<file path="src/verilog/urx_params.svh">
// Constants for the receive-command status reporter.
`ifndef URX_PARAMS_SVH
`define URX_PARAMS_SVH

// Bit positions inside the status byte.
`define URX_POS_LINE 0
`define URX_POS_VBUS 2
`define URX_POS_EVENT 4
`define URX_POS_ID 6
`define URX_POS_ALT 7

// Encoded supply voltage state.
`define URX_VBUS_BELOW_END 2'h0
`define URX_VBUS_ABOVE_END 2'h1
`define URX_VBUS_SESS_VALID 2'h2
`define URX_VBUS_A_VALID 2'h3

// Encoded receive events.
`define URX_EVT_NONE 2'h0
`define URX_EVT_ACTIVE 2'h1
`define URX_EVT_ERROR 2'h3
`define URX_EVT_DISCONNECT 2'h2

// Line-state codes used in high-speed and chirp modes.
`define URX_LS_SQUELCH 2'h0
`define URX_LS_NO_SQUELCH 2'h1
`define URX_LS_CHIRP_HIGH 2'h1
`define URX_LS_CHIRP_LOW 2'h2

// Transceiver select and operating mode codes.
`define URX_XCVR_HS 2'h0
`define URX_OPMODE_CHIRP 2'h2

// Reset values.
`define URX_IDLE_BYTE 8'h00
`define URX_SENT_RST 7'h00
`define URX_WARM_RST 3'h0

// Synchroniser depth for pin inputs.
`define URX_SYNC_STAGES 2

`endif

</file>
<file path="src/verilog/urx_pkg.sv">
// Types shared by the receive-command status reporter.
package urx_pkg;

    // Role and speed configuration from the register block.
    typedef struct packed {
        logic [1:0] xcvr_select;
        logic term_select;
        logic [1:0] opmode;
        logic dp_pulldown;
        logic dm_pulldown;
    } urx_cfg_s;

    // Analog comparator and pin levels, asynchronous to core_clk.
    typedef struct packed {
        logic dp_se;
        logic dm_se;
        logic hs_squelch;
        logic hs_diff;
        logic session_end_indicator;
        logic session_valid_indicator;
        logic a_device_vbus_valid;
        logic id_pin;
        logic bvalid;
        logic host_disconnect;
    } urx_ana_s;

    // Status byte layout, most significant field first.
    typedef struct packed {
        logic alternate_event_flag;
        logic id;
        logic [1:0] rx_event;
        logic [1:0] vbus;
        logic [1:0] line;
    } urx_rxcmd_s;

    typedef enum logic [1:0] {
        URX_IDLE,
        URX_TURN,
        URX_SEND
    } urx_state_e;

endpackage

</file>
<file path="src/verilog/urx_sync.sv">
// Two-stage synchroniser for a group of asynchronous levels.
`include "urx_params.svh"

module urx_sync #(
    parameter int WIDTH = 1
) (
    // Clock and reset
    input wire logic core_clk,
    input wire logic arst_n,
    // Levels
    input wire logic [WIDTH-1:0] async_in,
    output logic [WIDTH-1:0] sync_out
);

    logic [`URX_SYNC_STAGES-1:0] stage_r [WIDTH];

    genvar i;
    generate
        for (i = 0; i < WIDTH; i++)
        begin : g_bit
            always_ff @(posedge core_clk or negedge arst_n)
            begin
                if (!arst_n)
                    stage_r[i] <= '0;
                else
                    stage_r[i] <= {stage_r[i][`URX_SYNC_STAGES-2:0], async_in[i]};
            end
            assign sync_out[i] = stage_r[i][`URX_SYNC_STAGES-1];
        end
    endgenerate

endmodule // urx_sync

</file>
<file path="src/verilog/urx_linestate.sv">
// Line-state code from the line receivers, per role and speed.
`include "urx_params.svh"

module urx_linestate (
    // Configuration
    input wire urx_pkg::urx_cfg_s cfg,
    // Receiver levels
    input wire logic dp_se,
    input wire logic dm_se,
    input wire logic hs_squelch,
    input wire logic hs_diff,
    // Code
    output logic [1:0] line
);

    logic host_role;
    logic hs_xcvr;
    logic chirp;

    always_comb
    begin
        host_role = cfg.dp_pulldown && cfg.dm_pulldown;
        hs_xcvr = (cfg.xcvr_select == `URX_XCVR_HS);
        // Peripheral chirps with termination on; host chirps with it off and opmode chirp.
        if (host_role)
            chirp = hs_xcvr && !cfg.term_select && (cfg.opmode == `URX_OPMODE_CHIRP);
        else
            chirp = hs_xcvr && cfg.term_select;
        if (chirp)
            line = hs_squelch ? `URX_LS_SQUELCH : (hs_diff ? `URX_LS_CHIRP_HIGH : `URX_LS_CHIRP_LOW);
        else if (hs_xcvr && !(host_role && cfg.term_select))
            line = hs_squelch ? `URX_LS_SQUELCH : `URX_LS_NO_SQUELCH;
        else
            // Raw single-ended levels give SE0, J, K, SE1 at full speed and K, J at low speed.
            // A host on the high-speed transceiver with termination on has no listed code, so it gets these too.
            line = {dm_se, dp_se};
    end

endmodule // urx_linestate

</file>
<file path="src/verilog/urx_reporter.sv">
// Status byte reporter: builds and sends receive-command bytes on the bus.
// Notes on behaviour
// Take bus with direction, drive one status byte.
// Send byte whenever any field changes.
// Link accepts status bytes at any time.
// Skip byte if cause vanished during low power.
// Bits 1..0 carry line state.
// Bits 3..2 carry encoded supply state.
// Bits 5..4 carry encoded receive event.
// Bit 6 carries sampled cable id level.
// Enabled session edges send byte with bit 7.
// Line state tracks lines; change sends byte.
// Line code meaning follows role and speed.
// Peripheral full speed: SE0, J, K, SE1.
// Peripheral high speed squelch; chirp uses differential.
// Host low/full speed codes per speed.
// Host high speed and chirp codes by opmode.
// Dual-role link decodes per current role.
// Supply state encodes four voltage bands.
// Receive event encodes active, error, disconnect.
// On receive error drop next, report error.
// Pending byte always carries latest field values.
`include "urx_params.svh"

module urx_reporter (
    // Clock and reset
    input wire logic core_clk,
    input wire logic arst_n,
    // Analog levels and pins
    input wire urx_pkg::urx_ana_s ana,
    // Configuration from the register block
    input wire urx_pkg::urx_cfg_s cfg,
    input wire logic bvalid_rise_en,
    input wire logic bvalid_fall_en,
    input wire logic low_power,
    // Receive datapath
    input wire logic rx_active,
    input wire logic rx_error,
    input wire logic rx_dir,
    input wire logic rx_nxt,
    input wire logic rx_oe,
    input wire logic [7:0] rx_data,
    // Bus pins
    output logic ulpi_dir,
    output logic ulpi_nxt,
    output logic [7:0] ulpi_data_out,
    output logic ulpi_data_oe,
    // Status toward the receive datapath
    output logic rxcmd_busy,
    output logic rxcmd_sent
);

    ////////////////////////////////////////////////////////////////////////////

    urx_pkg::urx_ana_s ana_s;
    logic [1:0] line;

    urx_sync #(
        .WIDTH($bits(urx_pkg::urx_ana_s))
    ) u_sync (
        .core_clk(core_clk),
        .arst_n(arst_n),
        .async_in(ana),
        .sync_out(ana_s)
    );

    urx_linestate u_linestate (
        .cfg(cfg),
        .dp_se(ana_s.dp_se),
        .dm_se(ana_s.dm_se),
        .hs_squelch(ana_s.hs_squelch),
        .hs_diff(ana_s.hs_diff),
        .line(line)
    );

    ////////////////////////////////////////////////////////////////////////////

    urx_pkg::urx_state_e state_r;
    urx_pkg::urx_state_e state_nxt;
    logic [6:0] sent_r;
    logic [6:0] sent_nxt;
    logic alt_r;
    logic alt_nxt;
    logic bvalid_d_r;
    logic dir_r;
    logic dir_nxt;
    logic nxt_r;
    logic nxt_out_nxt;
    logic [7:0] data_r;
    logic [7:0] data_nxt;
    logic oe_r;
    logic oe_nxt;
    logic busy_r;
    logic sent_pulse_r;
    logic sent_pulse_nxt;
    urx_pkg::urx_rxcmd_s cur;
    logic host_role;
    logic alt_set;
    logic changed;
    logic may_send;
    logic [2:0] warm_r;
    logic [2:0] warm_nxt;

    // Current field values.
    always_comb
    begin
        host_role = cfg.dp_pulldown && cfg.dm_pulldown;
        cur.line = line;
        if (ana_s.a_device_vbus_valid)
            cur.vbus = `URX_VBUS_A_VALID;
        else if (ana_s.session_valid_indicator)
            cur.vbus = `URX_VBUS_SESS_VALID;
        else if (!ana_s.session_end_indicator)
            cur.vbus = `URX_VBUS_ABOVE_END;
        else
            cur.vbus = `URX_VBUS_BELOW_END;
        // Disconnect only means something in host role.
        if (host_role && ana_s.host_disconnect)
            cur.rx_event = `URX_EVT_DISCONNECT;
        else if (rx_active && rx_error)
            cur.rx_event = `URX_EVT_ERROR;
        else if (rx_active)
            cur.rx_event = `URX_EVT_ACTIVE;
        else
            cur.rx_event = `URX_EVT_NONE;
        cur.id = ana_s.id_pin;
        cur.alternate_event_flag = alt_r;
    end

    ////////////////////////////////////////////////////////////////////////////

    // Comparing against the last byte sent, not queueing snapshots, means a byte
    // always carries the newest values and a cause that vanished in low power
    // simply leaves nothing to send.
    always_comb
    begin
        // The synchroniser and edge detector leave reset as zeros, not as the pin levels, so nothing
        // is reported until both hold real levels; otherwise a false supply state would go out.
        warm_nxt = {warm_r[1:0], 1'b1};
        alt_set = warm_r[2] && ((ana_s.bvalid && !bvalid_d_r && bvalid_rise_en) ||
                  (!ana_s.bvalid && bvalid_d_r && bvalid_fall_en));
        changed = (cur[6:0] != sent_r) || alt_r;
        may_send = changed && !low_power && warm_r[2];
        state_nxt = state_r;
        sent_nxt = sent_r;
        alt_nxt = alt_r;
        dir_nxt = 1'b0;
        nxt_out_nxt = 1'b0;
        data_nxt = `URX_IDLE_BYTE;
        oe_nxt = 1'b0;
        sent_pulse_nxt = 1'b0;
        case (state_r)
            urx_pkg::URX_IDLE:
            begin
                if (rx_dir)
                begin
                    dir_nxt = 1'b1;
                    oe_nxt = rx_oe;
                    data_nxt = rx_data;
                    nxt_out_nxt = rx_nxt && !rx_error;
                    // A byte slips into the packet on any owned cycle with output enable on and next low or a receive error.
                    if (rx_oe && (!rx_nxt || rx_error) && may_send)
                    begin
                        data_nxt = cur;
                        sent_nxt = cur[6:0];
                        alt_nxt = 1'b0;
                        sent_pulse_nxt = 1'b1;
                    end
                end
                else if (may_send)
                begin
                    dir_nxt = 1'b1;
                    state_nxt = urx_pkg::URX_TURN;
                end
            end
            urx_pkg::URX_TURN:
            begin
                dir_nxt = 1'b1;
                oe_nxt = 1'b1;
                data_nxt = cur;
                sent_nxt = cur[6:0];
                alt_nxt = 1'b0;
                sent_pulse_nxt = 1'b1;
                state_nxt = urx_pkg::URX_SEND;
            end
            urx_pkg::URX_SEND:
            begin
                // Holding the bus for a follow-up byte saves two turnaround cycles.
                if (may_send)
                begin
                    dir_nxt = 1'b1;
                    oe_nxt = 1'b1;
                    data_nxt = cur;
                    sent_nxt = cur[6:0];
                    alt_nxt = 1'b0;
                    sent_pulse_nxt = 1'b1;
                end
                else
                begin
                    state_nxt = urx_pkg::URX_IDLE;
                end
            end
            default:
            begin
                state_nxt = urx_pkg::URX_IDLE;
            end
        endcase
        // A new edge in the sending cycle wins over the clear.
        if (alt_set)
            alt_nxt = 1'b1;
    end

    always_ff @(posedge core_clk or negedge arst_n)
    begin
        if (!arst_n)
        begin
            state_r <= urx_pkg::URX_IDLE;
            sent_r <= `URX_SENT_RST;
            alt_r <= 1'b0;
            bvalid_d_r <= 1'b0;
            dir_r <= 1'b0;
            nxt_r <= 1'b0;
            data_r <= `URX_IDLE_BYTE;
            oe_r <= 1'b0;
            busy_r <= 1'b0;
            sent_pulse_r <= 1'b0;
            warm_r <= `URX_WARM_RST;
        end
        else
        begin
            warm_r <= warm_nxt;
            state_r <= state_nxt;
            sent_r <= sent_nxt;
            alt_r <= alt_nxt;
            bvalid_d_r <= ana_s.bvalid;
            dir_r <= dir_nxt;
            nxt_r <= nxt_out_nxt;
            data_r <= data_nxt;
            oe_r <= oe_nxt;
            busy_r <= (state_nxt != urx_pkg::URX_IDLE);
            sent_pulse_r <= sent_pulse_nxt;
        end
    end

    assign ulpi_dir = dir_r;
    assign ulpi_nxt = nxt_r;
    assign ulpi_data_out = data_r;
    assign ulpi_data_oe = oe_r;
    assign rxcmd_busy = busy_r;
    assign rxcmd_sent = sent_pulse_r;

    ////////////////////////////////////////////////////////////////////////////

    // A launched frame turns around once and then shows a status byte.
    turn_then_byte_a: assert property (
        @(posedge core_clk) disable iff (!arst_n)
        (state_r == urx_pkg::URX_IDLE && !rx_dir && may_send)
        |=> ulpi_dir && !ulpi_data_oe ##1 ulpi_dir && ulpi_data_oe && !ulpi_nxt && rxcmd_sent)
        else $error("status frame did not turn around then drive a byte");

    change_sends_a: assert property (
        @(posedge core_clk) disable iff (!arst_n)
        (state_r == urx_pkg::URX_IDLE && !rx_dir && may_send) |-> ##[1:2] rxcmd_sent)
        else $error("field change did not send a status byte");

    line_field_a: assert property (
        @(posedge core_clk) disable iff (!arst_n)
        (state_r == urx_pkg::URX_TURN) |=> ulpi_data_out[`URX_POS_LINE+:2] == $past(line))
        else $error("line state bits wrong in status byte");

    vbus_field_a: assert property (
        @(posedge core_clk) disable iff (!arst_n)
        (state_r == urx_pkg::URX_TURN && ana_s.a_device_vbus_valid)
        |=> ulpi_data_out[`URX_POS_VBUS+:2] == `URX_VBUS_A_VALID)
        else $error("supply state bits wrong in status byte");

    event_field_a: assert property (
        @(posedge core_clk) disable iff (!arst_n)
        (state_r == urx_pkg::URX_TURN && rx_active && !rx_error && !ana_s.host_disconnect)
        |=> ulpi_data_out[`URX_POS_EVENT+:2] == `URX_EVT_ACTIVE)
        else $error("receive event bits wrong in status byte");

    id_field_a: assert property (
        @(posedge core_clk) disable iff (!arst_n)
        (state_r == urx_pkg::URX_TURN) |=> ulpi_data_out[`URX_POS_ID] == $past(ana_s.id_pin))
        else $error("id bit wrong in status byte");

    alt_edge_a: assert property (
        @(posedge core_clk) disable iff (!arst_n)
        (warm_r[2] && bvalid_rise_en && ana_s.bvalid && !bvalid_d_r) |=> alt_r)
        else $error("enabled session edge did not raise the alternate flag");

    lp_quiet_a: assert property (
        @(posedge core_clk) disable iff (!arst_n)
        (low_power && state_r == urx_pkg::URX_IDLE && !rx_dir) |=> !ulpi_dir)
        else $error("bus taken during low power");

    err_drop_a: assert property (
        @(posedge core_clk) disable iff (!arst_n)
        (rx_dir && rx_error && state_r == urx_pkg::URX_IDLE) |=> !ulpi_nxt)
        else $error("next not dropped on receive error");

    inline_error_a: assert property (
        @(posedge core_clk) disable iff (!arst_n)
        (state_r == urx_pkg::URX_IDLE && rx_dir && rx_oe && rx_active && rx_error && may_send &&
         !(host_role && ana_s.host_disconnect))
        |=> !ulpi_nxt && rxcmd_sent && ulpi_data_out[`URX_POS_EVENT+:2] == `URX_EVT_ERROR)
        else $error("receive error not reported inside the packet");

endmodule // urx_reporter

</file>
<file path="config.mk">
export PLATFORM = sky130hd
export DESIGN_NAME = urx_reporter
export DESIGN_NICKNAME = d
export VERILOG_FILES = /design/src/verilog/urx_pkg.sv /design/src/verilog/urx_sync.sv /design/src/verilog/urx_linestate.sv /design/src/verilog/urx_reporter.sv
export VERILOG_INCLUDE_DIRS = /design/src /design/src/verilog
export SDC_FILE = /design/constraint.sdc
export NUM_CORES = 1
export LEC_CHECK = 0
export BUFFER_PORTS_ARGS = -buffer_cell sky130_fd_sc_hd__buf_2
export CORE_ASPECT_RATIO = 0.5
export CORE_MARGIN = 1
export CORE_UTILIZATION = 45
export CTS_BUF_LIST = sky130_fd_sc_hd__clkbuf_4
export DETAILED_ROUTE_END_ITERATION = 16
export PLACE_DENSITY_LB_ADDON = 0.1
export SYNTH_ARGS = -nofsm -noshare
export SYNTH_HDL_FRONTEND = slang
export SYNTH_SLANG_ARGS = --single-unit
export TNS_END_PERCENT = 50
</file>
<file path="constraint.sdc">
create_clock -name core_clk -period 5.9 [get_ports core_clk]
set_clock_uncertainty 0.05 [all_clocks]
set_input_delay 0 -clock core_clk [delete_from_list [all_inputs] [get_ports core_clk]]
set_output_delay 0 -clock core_clk [all_outputs]
set_load 0.03 [all_outputs]
</file>
==> results by group, run 1 <==
Logic synthesis
  – Asr flop ratio synth: 100.0%
  – Syn. warnings: 0
  – Syn nets: about 190
  – Synth Register Bits: between 40 and 50
  – Ys flop type: dfrtp_1
  – Yosys cell types: 40
  – Sequential share of the synthesized area: between 60% and 70%
  – Avg Cell Area, Syn: about 13 um^2
  – Post-synth EDFFs: 0
  – Yosys top cell area share: between 60% and 70%
  – Post-Syn Area: ~1900 um^2
  – Top cells by area, synth: dfrtp_1 (62%), ha_1 (2.6%), mux2i_1 (2.6%)
  – Cells after synthesis: roughly 150
  – Biggest area consumer among synthesized cells: dfrtp_1

Detailed routing
  – Wirelength per Cell: about 13 um
  – Vias per std cell: slightly below 5
  – Iteration-0 DRC count of the detailed router: 58
  – ANT nets after route: 0
  – Routed Wire Length: ~3.6 mm
  – Drt pass-1 iters: 4
  – DRC viols: 0
  – Vias: about 1,300

Status
  – Outcome: complete, no violations

Clocking
  – CTS Root Cell: clkbuf_4
  – Clock transition at path regs: approximately 0.15 ns
  – Max Buffers Root-to-Sink: 2
  – CTS Sinks: 47
  – H-tree depth: 2
  – Postcts setup bufs: 0
  – Clk_lat worst skew: roughly 0.37 ns
  – Post-cts resize count: 0
  – CTS tree: built
  – Hold Buf Count CTS: 26
  – Cts bufs inserted: 5

Critical path
  – CP required: 6.16 ns
  – Critical Path Source Type: flip-flop
  – Worst EP arrival: around 3.3 ns
  – Crit. End Element: flip-flop
  – CP max FO: 8
  – WS Path Type: reg -> reg

Pwr
  – Total power: slightly above 1 mW
  – Peak supply drop: 165.0 uV
  – P per Cell Area: approximately 400 nW/um^2
  – Leak: approximately 1.2 nW

Placement
  – Post-DP HPWL: 2.432 mm
  – Port buffer count: 47
  – Dpl ws: ~3.5 ns
  – Cell Area, Placed: between 2000 and 2500 um^2
  – Routability Congestion: roughly 0.8
  – Placed cells: 246

STA
  – Final Hold Viols: 0
  – Final setup slack of the worst path: between 2 and 3 ns
  – Worst-Margin Slew: between 1 and 1.5 ns
  – Slew HR: 32.79%
  – Final min period: ~3.0 ns
  – Hold WS: 0.02026 ns
  – Slew Viols, Final: 0
  – Setup TNS: 0 ns
  – Final setup viols: 0
  – Fmax: between 0.3 and 0.4 GHz
  – Part of the cycle the worst path needs: roughly 50%
  – RSZ-0062 raised after global routing: no

Global routing
  – Vias in the first global route: between 1,000 and 1,500
  – Largest net degree at the start of global routing: 48
  – First-pass GRT wire length: between 5 and 6 mm
  – Total gr overflow: 0
  – Initial antenna violation count: 0
  – GRT Total Usage: about 17%

Floorplan
  – I/O Pins: 48
  – Core ar.: around 4000 um^2
  – Die W: between 90 and 100 um
  – Die area: roughly 4500 um^2
  – Initial Util: 47.86%
  – Height of the die: slightly below 50 um
  – Row cnt: 16

Final layout
  – Post-route insts no fill: 280
  – Synth-to-layout area growth: 33.20%
  – Fin area: approximately 2500 um^2
  – Layout Nets: around 260
  – Antenna fix cells: 0
  – Layout cell share with drive strength beyond 1: 29.65%
  – Fin util: between 60 and 70%

Job
  – Max-cap violations: 0

Worst hold path
  – Hold Path Class: in -> reg
-- where the power goes --
part           switching, mW  total (mW)  internal (mW)
Clock                  0.105       0.195         0.0893
Sequential            0.0354       0.430          0.395
Combinational          0.229       0.391          0.162
-- flip-flops by register name, indices dropped and copies added (netlist names), 2 cells and up --
signal / cells
ulpi_data_out: 8
sent_r: 7
u_sync.sync_out: 10
state_r: 2
warm_r: 3
u_sync.stage_r: 10
-- worst paths after layout --
kind,end,from,cells past startpoint,slack (ns)
max,ulpi_data_out[5],u_sync.sync_out[0],8,2.88
min,ulpi_data_out[3],rx_oe,3,0.02
max reg2reg,ulpi_data_out[5],u_sync.sync_out[0],8,2.88
min reg2reg,u_sync.sync_out[8],u_sync.stage_r[2],0,0.31
max in group asynchronous,u_sync.sync_out[8],arst_n,2,4.89
min in group asynchronous,ulpi_dir,arst_n,2,0.28
-- layer usage --
metal,wire length (um),vias to the layer above,track usage (%)
li1,-,683,-
met1,1851,632,21.83
met2,1600,27,28.91
met3,145,5,5.714
met4,23,0,5.538
met5,0,-,0
-- cell usage in the layout (no fill, tap or decap), drive strengths merged, types with 3 or more instances in the layout --
cell,netlist,routed
a21oi,4,4
dlygate4sd3,0,26
buf,0,47
inv,9,9
xnor2,5,5
o211ai,3,3
o21ai,5,5
nand2b,5,5
nand2,11,11
mux2i,5,5
nor2,8,8
a22o,3,3
clkbuf,3,5
o2bb2ai,4,4
dfrtp,47,47
ha,4,4
-- worst max-delay path, cell delays in order, from the launching register on --
cell and delay [ns]:
dfrtp_1 0.39, nand3_1 0.15, a21boi_0 0.39, xnor2_1 0.17
a2111oi_4 0.41, a21oi_2 0.19, a311oi_4 0.50, o2bb2ai_1 0.16
dlygate4sd3_1 0.56
-- cell usage after synthesis (all sizes together), types with 2 or more instances --
cell	instances
dfrtp	47
nand2	11
inv	9
nor2	8
mux2i	5
nand2b	5
o21ai	5
xnor2	5
a21oi	4
ha	4
o2bb2ai	4
a22o	3
clkbuf	3
o211ai	3
a311o	2
a31oi	2
a32oi	2
mux2	2
nand3	2
nand3b	2
nor3b	2
o21bai	2
-- kinds of logic (layout without fill, tap and decap cells) --
family                     after synthesis  in the layout  share of synthesized area, %
DFF                                     47             47                         61.68
buffers and inverters                   12             90                         2.362
and+or+nand+nor                         33             33                         8.727
xor gates and xnor gates                 5              5                         2.296
adders and majority gates                4              4                         2.625
AOI/OAI and AO/OA                       39             39                         18.31
muxes                                    7              7                         3.806
other                                    1              1                        0.1967
-- area by class of cell --
type                       instances  area [um^2]
clock buffer                       5        37.54
clock inverter                     3        43.79
fill                             332         1444
inverter                           9        33.78
multi-input combinational         89        685.7
sequential                        47         1176
tap                               54        67.56
timing repair buffer              73        495.5
Note: power is estimated with default switching activity, not from simulation.
==> run 2, diff against run 1 <==
==> constraint.sdc (replaced) <==
create_clock -name core_clk -period 3 [get_ports core_clk]
set_clock_uncertainty 0.05 [all_clocks]
set_input_delay 0 -clock core_clk [delete_from_list [all_inputs] [get_ports core_clk]]
set_output_delay 0 -clock core_clk [all_outputs]
set_load 0.03 [all_outputs]
==> results by group, run 2 (synthesis gave the netlist of run 1 again) <==
Critical path
  – Worst path bufs/invs: 1 (unchanged)
  – CP max FO: 6 (was 8)
  – CP required: 3.26 ns (was 6.16 ns)
  – Critical Path Source Type: flip-flop (unchanged)
  – Crit path largest cell delay: 0.56 ns (about the same)
  – Crit-path cells: nand3_1 > a21boi_1 > xnor2_1 > a2111oi_4 > a21oi_2 > a311oi_4 > o2bb2ai_1 > dlygate4sd3_1 (was nand3_1 > a21boi_0 > xnor2_1 > a2111oi_4 > a21oi_2 > a311oi_4 > o2bb2ai_1 > dlygate4sd3_1)
  – Worst EP arrival: 3.05 ns (was 3.28 ns)
  – Crit. End Element: flip-flop (unchanged)
  – R2r worst-path depth: 8 (unchanged)
  – CP top delay family: compound AO/OA/AOI/OAI gates (unchanged)
  – WP depth: 8 (unchanged)
  – CP max stage cell: dlygate4sd3_1 (unchanged)
  – WS Path Type: reg -> reg (unchanged)

Floorplan
  – I/O Pins: 48 (unchanged)
  – Initial Util: 47.86% (unchanged)
  – Height of the die: 48.03 um (unchanged)
  – Core ar.: 3984 um^2 (unchanged)
  – Die area: 4518 um^2 (unchanged)
  – Die W: 94.06 um (unchanged)
  – Row cnt: 16 (unchanged)

Detailed routing
  – Wirelength per Cell: 13.37 um (was 12.93 um)
  – Iteration-0 DRC count of the detailed router: 63 (was 58)
  – Routed Wire Length: 3.784 mm (was 3.621 mm)
  – DRC viols: 0 (unchanged)
  – Vias: 1,368 (was 1,347)
  – ANT nets after route: 0 (unchanged)
  – Vias per std cell: 4.834 (was 4.811)
  – Drt pass-1 iters: 4 (unchanged)

STA
  – Fmax: 0.3580 GHz (was 0.3308 GHz)
  – Final min period: 2.793 ns (was 3.023 ns)
  – Final setup slack of the worst path: 0.2067 ns (was 2.877 ns)
  – Slew Viols, Final: 0 (unchanged)
  – Final Hold Viols: 0 (unchanged)
  – RSZ-0062 raised after global routing: no (unchanged)
  – Part of the cycle the worst path needs: 93.11% (was 51.23%)
  – Final setup viols: 0 (unchanged)
  – Setup TNS: 0 ns (unchanged)
  – Slew HR: 33.02% (was 32.79%)
  – Worst-Margin Slew: 1.005 ns (was 1.008 ns)

Placement
  – Post-DP HPWL: 2.432 mm (unchanged)
  – Port buffer count: 47 (unchanged)
  – Routability Congestion: 0.8074 (unchanged)
  – Dpl ws: 0.5774 ns (was 3.477 ns)
  – Cell Area, Placed: 2198 um^2 (unchanged)

Final layout
  – Antenna fix cells: 0 (unchanged)
  – Layout Nets: 267 (was 264)
  – Fin area: 2565 um^2 (was 2540 um^2)
  – Commonest non-fill, non-tap cells in the layout: dfrtp_1 (47), buf_2 (47), dlygate4sd3_1 (27) (was dfrtp_1 (47), buf_2 (47), dlygate4sd3_1 (26))
  – Layout cell share with drive strength beyond 1: 30.13% (was 29.65%)
  – Synth-to-layout area growth: 34.51% (was 33.20%)

Global routing
  – Initial antenna violation count: 0 (unchanged)
  – Vias in the first global route: 1,206 (unchanged)
  – GRT Total Usage: 17.20% (unchanged)
  – Largest net degree at the start of global routing: 48 (unchanged)
  – Total gr overflow: 0 (unchanged)
  – First-pass GRT wire length: 5.533 mm (unchanged)

Worst hold path
  – Hold Path Class: in -> reg (unchanged)
  – Hold Path Stages: 5 (was 3)

Clocking
  – Cts bufs inserted: 5 (unchanged)
  – CTS Root Cell: clkbuf_4 (unchanged)
  – H-tree depth: 2 (unchanged)
  – CTS tree: built (unchanged)
  – Max Buffers Root-to-Sink: 2 (unchanged)
  – CTS Sinks: 47 (unchanged)
  – Clock transition at path regs: 0.15 ns (about the same)
  – Clk_lat worst skew: 0.37 ns (about the same)

Job
  – Max-cap violations: 0 (unchanged)

Pwr
  – Leak: 1.202 nW (was 1.187 nW)
  – Peak supply drop: 327.9 uV (was 165.0 uV)
  – P per Cell Area: 786.4 nW/um^2 (was 399.9 nW/um^2)
  – Total power: 2.017 mW (was 1.016 mW)

Status
  – Outcome: complete, no violations (unchanged)
-- run 2: through the flow --
stage          hold WS, ns  util, %  std cells
2_1_floorplan      -0.3456        -        148
3_3_place_gp       0.05756    55.18        246
4_1_cts           0.002083    63.76        280
6_report           0.02960    64.38        283
5_1_grt            0.04866    64.38        283
3_5_place_dp       0.05931    55.18        246
-- run 2: final cells by class --
cell class / count / area, um^2
clock inverter: 3 / 43.79
sequential: 47 / 1176
fill: 329 / 1419
tap: 54 / 67.56
clock buffer: 5 / 37.54
inverter: 9 / 33.78
timing repair buffer: 76 / 520.5
multi-input combinational: 89 / 685.7
-- run 2: final timing paths --
path / slack (ns) / to / startpoint
setup / recovery: 0.21 / ulpi_data_out[5] / u_sync.sync_out[0]
hold / removal: 0.03 / alt_r / bvalid_fall_en
setup reg to reg: 0.21 / ulpi_data_out[5] / u_sync.sync_out[0]
hold reg to reg: 0.31 / u_sync.sync_out[1] / u_sync.stage_r[16]
max in group asynchronous: 1.99 / u_sync.sync_out[8] / arst_n
min in group asynchronous: 0.28 / rxcmd_busy / arst_n
-- run 2: repair_timing --
action,4_1_cts,5_1_grt
setup endpoints to repair,0,1
resized for setup,0,1
hold endpoints to repair,70,1
buffers inserted,0,2
hold buffers,26,1
-- run 2: report_power, final --
group / leakage [nW] / switching, mW / internal, mW
clock network: 0.0452 / 0.206 / 0.176
logic: 0.589 / 0.458 / 0.330
registers: 0.567 / 0.0709 / 0.776
total: 1.20 / 0.735 / 1.28
-- run 2: layer usage --
layer,global-route usage [%],vias up,wire (um)
li1,-,688,-
met1,21.83,638,1880
met2,28.91,35,1689
met3,5.714,7,169
met4,5.538,0,45
met5,0,-,0
-- run 2: tightest hold or removal path, stage by stage --
cell and delay, ns:
buf_2 0.08, nand2_1 0.04, o21ai_0 0.15, a32oi_1 0.06
o211ai_1 0.08
